File: config.mk
export PLATFORM = sky130hd
export DESIGN_NAME = hpg_port_pin_gpio_regs
export DESIGN_NICKNAME = d
export VERILOG_FILES = /design/src/rtl/hpg_pin_cell.v /design/src/rtl/hpg_port_pin_gpio_regs.v
export VERILOG_INCLUDE_DIRS = /design/src /design/src/inc
export SDC_FILE = /design/constraint.sdc
export NUM_CORES = 1
export LEC_CHECK = 0
export BUFFER_PORTS_ARGS = -buffer_cell sky130_fd_sc_hd__buf_2
export CAP_MARGIN = 20
export CELL_PAD_IN_SITES_DETAIL_PLACEMENT = 1
export CELL_PAD_IN_SITES_GLOBAL_PLACEMENT = 1
export CORE_UTILIZATION = 35
export CTS_CLUSTER_DIAMETER = 200
export DETAILED_ROUTE_END_ITERATION = 10
export PLACE_DENSITY = 0.69
export SLEW_MARGIN = 5
export SYNTH_ARGS = -nofsm -noshare
export SYNTH_HDL_FRONTEND = slang
export SYNTH_SLANG_ARGS = --single-unit
File: constraint.sdc
create_clock -name core_clk -period 2.6 [get_ports core_clk]
set_input_delay 0.52 -clock core_clk [delete_from_list [all_inputs] [get_ports core_clk]]
set_output_delay 0.52 -clock core_clk [all_outputs]
set_load 0.02 [all_outputs]
File: src/inc/hpg_map.vh
// register indices, field positions and reset values of the port pin block
`ifndef HPG_MAP_VH
`define HPG_MAP_VH

// register indices; byte address is four times the index
`define HPG_IDX_PORT_PD 14'h082d
`define HPG_IDX_IND_PD 14'h082f
`define HPG_IDX_PORT_DIR 14'h0831
`define HPG_IDX_IND_DIR 14'h0833
`define HPG_IDX_PORT_OUT 14'h0835
`define HPG_IDX_IND_OUT 14'h0837
`define HPG_IDX_PORT_IN 14'h0839
`define HPG_IDX_IND_IN 14'h083b
`define HPG_IDX_PORT_PU 14'h083d
`define HPG_IDX_FUNC_SEL 14'h0840

// field layout shared by all port pin registers
`define HPG_PORT_MSB 4
`define HPG_PORT_PINS 5
`define HPG_REG_W 8
`define HPG_IND_BIT 0

// reset values
`define HPG_RST_BYTE 8'h00
`define HPG_RST_FUNC 8'h00

// axi response codes
`define HPG_RESP_OKAY 2'b00
`define HPG_RESP_SLVERR 2'b10

`endif

File: src/rtl/hpg_pin_cell.v
// one pin cell: output enable, output value and input capture
`timescale 1ns/1ps
`default_nettype none
module hpg_pin_cell (
    input wire core_clk,
    input wire reset_n,
    input wire dir_out,
    input wire out_val,
    input wire pin_in,
    output wire pin_out,
    output wire pin_oe,
    output reg in_reg
);
    // drive only while direction selects output
    assign pin_oe = dir_out;
    assign pin_out = out_val;

    // sample the pin level every cycle
    always @(posedge core_clk or negedge reset_n) begin
        if (!reset_n) begin
            in_reg <= 1'b0;
        end else begin
            in_reg <= pin_in;
        end
    end
endmodule
`default_nettype wire

File: src/rtl/hpg_port_pin_gpio_regs.v
// port pin gpio register block with an axi4-lite slave
// Function
// port pin direction bit zero makes input, one drives output
// indicator direction bit 0 selects input or output, upper bits reserved
// port output register value drives each pin set to output
// indicator output bit drives pin only in general-purpose mode
// read-only port input register returns sampled levels in bits 4 to 0
// indicator input bit 0 returns pin level, invalid in indicator mode
// port pull-down bit one enables, zero disables pull-down
// indicator pull-down bit 0 enables its pull-down, upper bits reserved
// port pull-up bit one enables, zero disables pull-up
// bit 0 is vbus, bits 1 to 4 sense pins, 7 to 5 reserved
// function-select bit picks indicator or general-purpose mode
// reserved bits of writable registers store, input reserved bits read zero
//
// Register access over AXI4-Lite was chosen for this implementation.
`timescale 1ns/1ps
`default_nettype none
`include "hpg_map.vh"
module hpg_port_pin_gpio_regs (
    input wire core_clk,
    input wire reset_n,
    // axi4-lite write address
    input wire [15:0] s_axi_awaddr,
    input wire [2:0] s_axi_awprot,
    input wire s_axi_awvalid,
    output wire s_axi_awready,
    // axi4-lite write data
    input wire [31:0] s_axi_wdata,
    input wire [3:0] s_axi_wstrb,
    input wire s_axi_wvalid,
    output wire s_axi_wready,
    // axi4-lite write response
    output reg [1:0] s_axi_bresp,
    output reg s_axi_bvalid,
    input wire s_axi_bready,
    // axi4-lite read address
    input wire [15:0] s_axi_araddr,
    input wire [2:0] s_axi_arprot,
    input wire s_axi_arvalid,
    output wire s_axi_arready,
    // axi4-lite read data
    output reg [31:0] s_axi_rdata,
    output reg [1:0] s_axi_rresp,
    output reg s_axi_rvalid,
    input wire s_axi_rready,
    // vbus pin and four sense pins
    input wire [4:0] port_pin_in,
    output wire [4:0] port_pin_out,
    output wire [4:0] port_pin_oe,
    output wire [4:0] port_pin_pd_en,
    output wire [4:0] port_pin_pu_en,
    // indicator pin, shared with general_purpose_pin_zero
    input wire indicator_pin_in,
    output wire indicator_pin_out,
    output wire indicator_pin_oe,
    output wire indicator_pin_pd_en,
    input wire indicator_drive,
    output wire indicator_mode
);
    ////////////////////////////////////////////////////////////////////////
    // register storage
    reg [7:0] port_pd_reg;
    reg [7:0] ind_pd_reg;
    reg [7:0] port_dir_reg;
    reg [7:0] ind_dir_reg;
    reg [7:0] port_out_reg;
    reg [7:0] ind_out_reg;
    reg [7:0] port_pu_reg;
    reg [7:0] func_sel_reg;
    wire [4:0] port_in_sync;
    reg ind_in_reg;

    // write channel holding registers
    reg aw_held_reg;
    reg [13:0] aw_idx_reg;
    reg w_held_reg;
    reg [31:0] w_data_reg;
    reg [3:0] w_strb_reg;

    wire wr_fire;
    wire rd_fire;
    wire [13:0] ar_idx;

    // one write strobe per writable register
    reg [7:0] wr_sel;
    // read mux result, taken into rdata on the read edge
    reg [7:0] rd_byte_next;
    reg rd_err_next;

    // bit of wr_sel that strobes each writable register
    localparam SEL_PORT_PD = 0;
    localparam SEL_IND_PD = 1;
    localparam SEL_PORT_DIR = 2;
    localparam SEL_IND_DIR = 3;
    localparam SEL_PORT_OUT = 4;
    localparam SEL_IND_OUT = 5;
    localparam SEL_PORT_PU = 6;
    localparam SEL_FUNC_SEL = 7;

    ////////////////////////////////////////////////////////////////////////
    // axi write path: address and data taken in either order
    assign s_axi_awready = !aw_held_reg && !s_axi_bvalid;
    assign s_axi_wready = !w_held_reg && !s_axi_bvalid;
    assign wr_fire = aw_held_reg && w_held_reg && !s_axi_bvalid;

    // write address: held until both halves are in
    always @(posedge core_clk or negedge reset_n) begin
        if (!reset_n) begin
            aw_held_reg <= 1'b0;
            aw_idx_reg <= 14'h0000;
        end else if (s_axi_awvalid && s_axi_awready) begin
            aw_held_reg <= 1'b1;
            aw_idx_reg <= s_axi_awaddr[15:2];
        end else if (wr_fire) begin
            aw_held_reg <= 1'b0;
        end
    end

    // write data: held until both halves are in
    always @(posedge core_clk or negedge reset_n) begin
        if (!reset_n) begin
            w_held_reg <= 1'b0;
            w_data_reg <= 32'h00000000;
            w_strb_reg <= 4'h0;
        end else if (s_axi_wvalid && s_axi_wready) begin
            w_held_reg <= 1'b1;
            w_data_reg <= s_axi_wdata;
            w_strb_reg <= s_axi_wstrb;
        end else if (wr_fire) begin
            w_held_reg <= 1'b0;
        end
    end

    // write response: raised as the write completes, dropped on bready
    always @(posedge core_clk or negedge reset_n) begin
        if (!reset_n) begin
            s_axi_bvalid <= 1'b0;
            s_axi_bresp <= `HPG_RESP_OKAY;
        end else if (wr_fire) begin
            s_axi_bvalid <= 1'b1;
            s_axi_bresp <= wr_known(aw_idx_reg) ? `HPG_RESP_OKAY :
                `HPG_RESP_SLVERR;
        end else if (s_axi_bvalid && s_axi_bready) begin
            s_axi_bvalid <= 1'b0;
        end
    end

    // writable index check; input registers reject writes
    function wr_known;
        input [13:0] idx;
        begin
            case (idx)
                `HPG_IDX_PORT_PD, `HPG_IDX_IND_PD, `HPG_IDX_PORT_DIR,
                `HPG_IDX_IND_DIR, `HPG_IDX_PORT_OUT, `HPG_IDX_IND_OUT,
                `HPG_IDX_PORT_PU, `HPG_IDX_FUNC_SEL: wr_known = 1'b1;
                default: wr_known = 1'b0;
            endcase
        end
    endfunction

    ////////////////////////////////////////////////////////////////////////
    // write decode: strobe the addressed register as the write completes
    always @* begin
        wr_sel = 8'h00;
        if (wr_fire && w_strb_reg[0]) begin
            case (aw_idx_reg)
                `HPG_IDX_PORT_PD: wr_sel[SEL_PORT_PD] = 1'b1;
                `HPG_IDX_IND_PD: wr_sel[SEL_IND_PD] = 1'b1;
                `HPG_IDX_PORT_DIR: wr_sel[SEL_PORT_DIR] = 1'b1;
                `HPG_IDX_IND_DIR: wr_sel[SEL_IND_DIR] = 1'b1;
                `HPG_IDX_PORT_OUT: wr_sel[SEL_PORT_OUT] = 1'b1;
                `HPG_IDX_IND_OUT: wr_sel[SEL_IND_OUT] = 1'b1;
                `HPG_IDX_PORT_PU: wr_sel[SEL_PORT_PU] = 1'b1;
                `HPG_IDX_FUNC_SEL: wr_sel[SEL_FUNC_SEL] = 1'b1;
                default: wr_sel = 8'h00;
            endcase
        end
    end

    ////////////////////////////////////////////////////////////////////////
    // register writes; byte lane 0 carries the 8-bit value
    always @(posedge core_clk or negedge reset_n) begin
        if (!reset_n) begin
            port_pd_reg <= `HPG_RST_BYTE;
            ind_pd_reg <= `HPG_RST_BYTE;
            port_dir_reg <= `HPG_RST_BYTE;
            ind_dir_reg <= `HPG_RST_BYTE;
            port_out_reg <= `HPG_RST_BYTE;
            ind_out_reg <= `HPG_RST_BYTE;
            port_pu_reg <= `HPG_RST_BYTE;
            func_sel_reg <= `HPG_RST_FUNC;
        end else begin
            // full byte stored, reserved bits included  R12
            if (wr_sel[SEL_PORT_PD]) begin
                port_pd_reg <= w_data_reg[7:0];
            end
            if (wr_sel[SEL_IND_PD]) begin
                ind_pd_reg <= w_data_reg[7:0];
            end
            if (wr_sel[SEL_PORT_DIR]) begin
                port_dir_reg <= w_data_reg[7:0];
            end
            if (wr_sel[SEL_IND_DIR]) begin
                ind_dir_reg <= w_data_reg[7:0];
            end
            if (wr_sel[SEL_PORT_OUT]) begin
                port_out_reg <= w_data_reg[7:0];
            end
            if (wr_sel[SEL_IND_OUT]) begin
                ind_out_reg <= w_data_reg[7:0];
            end
            if (wr_sel[SEL_PORT_PU]) begin
                port_pu_reg <= w_data_reg[7:0];
            end
            if (wr_sel[SEL_FUNC_SEL]) begin
                func_sel_reg <= w_data_reg[7:0];
            end
        end
    end

    ////////////////////////////////////////////////////////////////////////
    // axi read path: one read at a time, data registered
    assign s_axi_arready = !s_axi_rvalid;
    assign rd_fire = s_axi_arvalid && s_axi_arready;
    assign ar_idx = s_axi_araddr[15:2];

    // read mux: addressed byte, or an error for a hole in the map
    always @* begin
        rd_byte_next = `HPG_RST_BYTE;
        rd_err_next = 1'b0;
        case (ar_idx)
            `HPG_IDX_PORT_PD: rd_byte_next = port_pd_reg;
            `HPG_IDX_IND_PD: rd_byte_next = ind_pd_reg;
            `HPG_IDX_PORT_DIR: rd_byte_next = port_dir_reg;
            `HPG_IDX_IND_DIR: rd_byte_next = ind_dir_reg;
            `HPG_IDX_PORT_OUT: rd_byte_next = port_out_reg;
            `HPG_IDX_IND_OUT: rd_byte_next = ind_out_reg;
            `HPG_IDX_PORT_PU: rd_byte_next = port_pu_reg;
            `HPG_IDX_FUNC_SEL: rd_byte_next = func_sel_reg;
            // sampled levels, reserved bits zero
            `HPG_IDX_PORT_IN: rd_byte_next = {3'h0, port_in_sync};
            // level meaningless in indicator mode
            `HPG_IDX_IND_IN: rd_byte_next = {7'h0, ind_in_reg};
            default: rd_err_next = 1'b1;
        endcase
    end

    always @(posedge core_clk or negedge reset_n) begin
        if (!reset_n) begin
            s_axi_rvalid <= 1'b0;
            s_axi_rdata <= 32'h00000000;
            s_axi_rresp <= `HPG_RESP_OKAY;
        end else if (rd_fire) begin
            s_axi_rvalid <= 1'b1;
            s_axi_rdata <= {24'h000000, rd_byte_next};
            s_axi_rresp <= rd_err_next ? `HPG_RESP_SLVERR : `HPG_RESP_OKAY;
        end else if (s_axi_rvalid && s_axi_rready) begin
            s_axi_rvalid <= 1'b0;
        end
    end

    ////////////////////////////////////////////////////////////////////////
    // port pins: one cell per bit of the shared map
    genvar gi;
    generate
        for (gi = 0; gi < `HPG_PORT_PINS; gi = gi + 1) begin : g_pin
            hpg_pin_cell u_cell (
                .core_clk(core_clk),
                .reset_n(reset_n),
                .dir_out(port_dir_reg[gi]),
                .out_val(port_out_reg[gi]),
                .pin_in(port_pin_in[gi]),
                .pin_out(port_pin_out[gi]),
                .pin_oe(port_pin_oe[gi]),
                .in_reg(port_in_sync[gi])
            );
        end
    endgenerate

    // pull controls follow register bits 4 to 0
    assign port_pin_pd_en = port_pd_reg[`HPG_PORT_MSB:0];
    assign port_pin_pu_en = port_pu_reg[`HPG_PORT_MSB:0];

    ////////////////////////////////////////////////////////////////////////
    // indicator pin: mode bit picks indicator engine or gpio
    assign indicator_mode = func_sel_reg[`HPG_IND_BIT];
    assign indicator_pin_oe = indicator_mode ? 1'b1 :
        ind_dir_reg[`HPG_IND_BIT];
    assign indicator_pin_out = indicator_mode ? indicator_drive :
        ind_out_reg[`HPG_IND_BIT];
    assign indicator_pin_pd_en = ind_pd_reg[`HPG_IND_BIT];

    // indicator input sample
    always @(posedge core_clk or negedge reset_n) begin
        if (!reset_n) begin
            ind_in_reg <= 1'b0;
        end else begin
            ind_in_reg <= indicator_pin_in;
        end
    end
endmodule
`default_nettype wire

# After elaboration in Yosys (flattened, before gate mapping)
# Cells that the tools add are included.
# word_totals
regBits	109
in_bits	88
out_inout_bits	65
word_cells	85
# op_classes
eq_ne	18
n_mux	23
reduce_logical	20
# ops
cell	n
14-bit by 12-bit equality test with 1-bit output, second input constant	18
8-bit case mux with 10 select lines	1
1-bit 2-to-1 mux	19
1-bit logical AND	10
10-bit OR reduction	1
8-bit 2-to-1 mux	1
2-bit nonzero test	4
8-bit OR reduction	1
1-bit zero test	4
2-bit 2-to-1 mux	2

# Logic depth before layout (Yosys ltp)
# logic_depth
word_depth	5
ltp_mapped	7
ltp_nobuf	5

# Hierarchy
# A second synthesis with hierarchy kept.
# unflattened
hier_cells	434
hier_area_um2	5337.6
# by_module_without_submodules
mod	n_inst	cells_each	area_per_inst_um2	seq_area_each_um2
hpg_port_pin_gpio_regs	1	419	5137.4	2552.4
hpg_pin_cell	5	3	40.0	25.0

# Worst setup path before layout
# No wires, ideal clock.
# synth_timing
path_type	input to register
startpoint	in s_axi_araddr[11]
endpoint	reg s_axi_rdata[3]
setup_time_ps	86
t_arrival_ps	2020
t_required_ps	2514
setup_slack_ps	494
stages	6
path_buffers	1
cell_sequence	or4b_4 > buf_6 > nor4_4 > a22oi_1 > and3_4 > a32oi_2
# synth_via
elab_chain_cells	2
elab_cells_between_ends	11
cone_classes	eq/ne (10); mux (1)
# synth_rtl
item	line_no	source
from (decl)	hpg_port_pin_gpio_regs.v:38	input wire [15:0] s_axi_araddr,
14-bit by 12-bit equality test with 1-bit output	hpg_port_pin_gpio_regs.v:232	case (ar_idx)
8-bit case mux with 10 select lines *	hpg_port_pin_gpio_regs.v:232	
to (signal assigned)	hpg_port_pin_gpio_regs.v:256	s_axi_rdata <= {24'h000000, rd_byte_next};
to (decl)	hpg_port_pin_gpio_regs.v:43	output reg [31:0] s_axi_rdata,
# Mark *: on every way between the ends. The rest lies on a longest branch, timed or not.
# A chain may end at the register's enable or synchronous reset.

# Worst setup path in the final report
# layout_timing
startpoint	reg aw_idx_reg[7]
endpoint	reg port_out_reg[4]
# layout_via
elab_chain_cells	3
# layout_rtl
item	line_no	source
from (decl)	hpg_port_pin_gpio_regs.v:76	reg [13:0] aw_idx_reg;
from (signal assigned)	hpg_port_pin_gpio_regs.v:114	aw_idx_reg <= s_axi_awaddr[15:2];
14-bit by 12-bit equality test with 1-bit output	hpg_port_pin_gpio_regs.v:167	case (aw_idx_reg)
1-bit 2-to-1 mux	hpg_port_pin_gpio_regs.v:167	
8-bit 2-to-1 mux	hpg_port_pin_gpio_regs.v:166	if (wr_fire && w_strb_reg[0]) begin
to (signal assigned)	hpg_port_pin_gpio_regs.v:189	port_out_reg <= `HPG_RST_BYTE;
to (signal assigned)	hpg_port_pin_gpio_regs.v:208	port_out_reg <= w_data_reg[7:0];
to (decl)	hpg_port_pin_gpio_regs.v:67	reg [7:0] port_out_reg;
# Every way passes these cells.

==> results.toml <==
[layout]
mostFrequentLayoutCells = "dfrtp_1, mux2_2, buf_2"
fin_cells = 700
drive_gt1_share_pct = 45.31
seq_area_um2 = 2678
largest_reg_flops = 14
syn_to_final_growth_pct = 13.71
fillers = 1624
antenna_cells = 0
mostFrequentLayoutCell = "dfrtp_1"
multi_input_area_um2 = 2345
nets = 595

[power_and_ir_drop]
p_int_mw = 2.930
combPwrFrac_pct = 15.7
power.density_nw_per_um2 = 690.4
power.leakage_nw = 2.936
peakVddDrop_v = 0.0004287
power_frac_seq_pct = 52.2
p_clk_share_pct = 32.1
power_switching_mw = 1.305
total_power_mw = 4.235
p_sw_share_pct = 30.81

[min_path]
min_path_type = "in -> async"

[floorplanning]
core_area_um2 = 15150
die_h_um = 126.2
die-area_um2 = 15920
dieWidth_um = 126.2
row_count = 45
initial_core_util_pct = 35.62
num_io_pins = 153

[cts]
root_buffer = "clkbuf_16"
cts_buffer_depth = 2
cts_resized = 0
numCtsBuffers = 9
clk_latency_ns = 0.36
cts_tree = "built"
cts_hold_buf = 0
cts_setup_buffers = 0
clock-sinks = 107
htree_levels = 3
clk_pin_slew_worst_paths_ns = 0.07

[sta]
finalCriticalPeriod_ns = 2.410
slew-limit-headroom_pct = 58.96
clock_skew_ns = 0.006929
timing.hold.ws_ns = 0.1198
tightest_slew_ns = 0.6157
grt_setup_unrepaired = "false"
slew_violations = 0
setup_viol = 0
max_freq_ghz = 0.4150
final.setup.tns_ns = 0
hold_viol = 0
period_share_pct = 92.67

[setup_path]
crit_family = "simple AND/OR/NAND/NOR gates"
r2r-end = "port_out_reg[4]$_DFFE_PN0P_"
worstRegToRegCells = 5
worstPathMaxFanout = 8
slowest_delay_ns = 0.57
endpoint_kind = "register"
critPathLaunchType = "register"
worstPathArrival_ns = 2.65
rrSetupSlack_ns = 0.19
r2r-start = "aw_idx_reg[7]$_DFFE_PN0P_"
worst-path-buf-inv = 0
critPathRequiredTime_ns = 2.84
crit_slowest_cell = "and3_1"
worstSetupPathType = "reg -> reg"
path_cells = "and4bb_2 -> nand3_1 -> nor3b_1 -> and3_1 -> mux2_2"

[grt]
overflow = 0
grt_first_pass_wirelength_mm = 21.27
grt_max_degree = 72
track_usage_pct = 17.66
grt_pass1_vias = 3876
grt_antenna_before_repair = 0

[drt]
wl_mm = 13.27
vias = 3685
viasPerCell = 5.264
first_iter_violations = 182
dr.pass1.iters = 5
ant_nets = 0
drc_errors = 0
post_drt_wl_per_cell_um = 18.96

[yosys]
ys_ff_latch = 107
ys.flop_type = "dfrtp_1"
synth_cell_type_count = 65
synth.largest_area_cell = "dfrtp_1"
seq_area_frac_synth_pct = 49.63
syn-cell-area_um2 = 5395
async_flop_share_pct = 100.0
synth_edf_count = 0
synth_top_area_share_pct = 49.63
yosys_warnings = 0
synth_cells = 436
avgSynthCellArea_um2 = 12.37
synthTopCellsByArea = "dfrtp_1, mux2_2, buf_4, a22oi_1, mux2i_1"

[placement]
hpwl_mm = 9.700
portBuffers = 89
dp.cells = 684
place_congestion = 0.8432

[flow_run]
cap_violations = 0

[status]
status = "completed"
==> synthesized netlist by cell type, types with 3 or more instances <==
| cell type | count |
|---|---|
| a21oi_1 | 4 |
| a221oi_1 | 3 |
| a22o_1 | 5 |
| a22oi_1 | 13 |
| a32oi_1 | 3 |
| a32oi_2 | 3 |
| and2_1 | 6 |
| and3_4 | 3 |
| and3b_1 | 3 |
| buf_2 | 7 |
| buf_4 | 46 |
| clkbuf_1 | 11 |
| dfrtp_1 | 107 |
| inv_1 | 4 |
| mux2_2 | 92 |
| mux2i_1 | 8 |
| nand2_1 | 20 |
| nand3_1 | 10 |
| nor2_1 | 16 |
| nor3_1 | 3 |
| nor3b_1 | 6 |
| o2bb2ai_1 | 3 |
==> final cells by class <==
type | instances | area share [%]
Sequential cell | 107 | 43.65
Clock buffer | 11 | 4.120
Multi-Input combinational cell | 282 | 38.22
Clock inverter | 5 | 0.7138
Timing Repair Buffer | 103 | 9.219
Tap cell | 188 | 3.834
Inverter | 4 | 0.2447
==> per-layer routing <==
metal / share of wire (%) / vias up / global-route usage [%]
li1: - / 1659 / -
met1: 43 / 1899 / 21.49
met2: 50 / 101 / 29.80
met3: 4.2 / 26 / 4.291
met4: 2.7 / 0 / 7.583
met5: 0 / - / 0
==> power groups by stage <==
stage / clock network, mW / registers, mW / logic [mW]
6_report: 1.36 / 2.21 / 0.665
5_1_grt: 1.47 / 2.25 / 0.736
4_1_cts: 1.40 / 2.21 / 0.679
3_5_place_dp: 0 / 2.24 / 0.677
3_3_place_gp: 0 / 2.22 / 0.649
2_1_floorplan: 0 / 2.08 / 0.565
==> stage by stage <==
stage               utilization (%)  cell area, µm²  worst slack, ns
detailed placement            38.55            5838           0.1907
global placement              38.55            5838           0.2262
floorplan                         -            5489           0.4940
global route                  40.50            6135           0.1108
finish                        40.50            6135           0.1905
CTS                           40.50            6135           0.2064
==> worst max-delay path by stage <==
stage | start | end | slack (ns) | depth (start not counted)
after CTS | aw_idx_reg[7]$_DFFE_PN0P_ | port_out_reg[4]$_DFFE_PN0P_ | 0.21 | 5
after global routing | aw_idx_reg[6]$_DFFE_PN0P_ | port_out_reg[3]$_DFFE_PN0P_ | 0.11 | 5
after floorplan | s_axi_araddr[11] | s_axi_rdata[3]$_DFFE_PN0P_ | 0.49 | 6
final | aw_idx_reg[7]$_DFFE_PN0P_ | port_out_reg[4]$_DFFE_PN0P_ | 0.19 | 5
after global placement | s_axi_araddr[11] | s_axi_rdata[3]$_DFFE_PN0P_ | 0.23 | 6
after detailed placement | s_axi_araddr[11] | s_axi_rdata[2]$_DFFE_PN0P_ | 0.19 | 7
==> cells by family after synthesis <==
| family | after synthesis | share of synthesized area, % |
|---|---|---|
| flops | 107 | 49.63 |
| other cells | 1 | 0.06951 |
| xor+xnor | 1 | 0.1624 |
| compound gates | 54 | 8.187 |
| mux | 100 | 20.69 |
| simple gates | 101 | 12.62 |
| buf+inv | 72 | 8.650 |
Note: power is estimated with default switching activity, not from simulation.
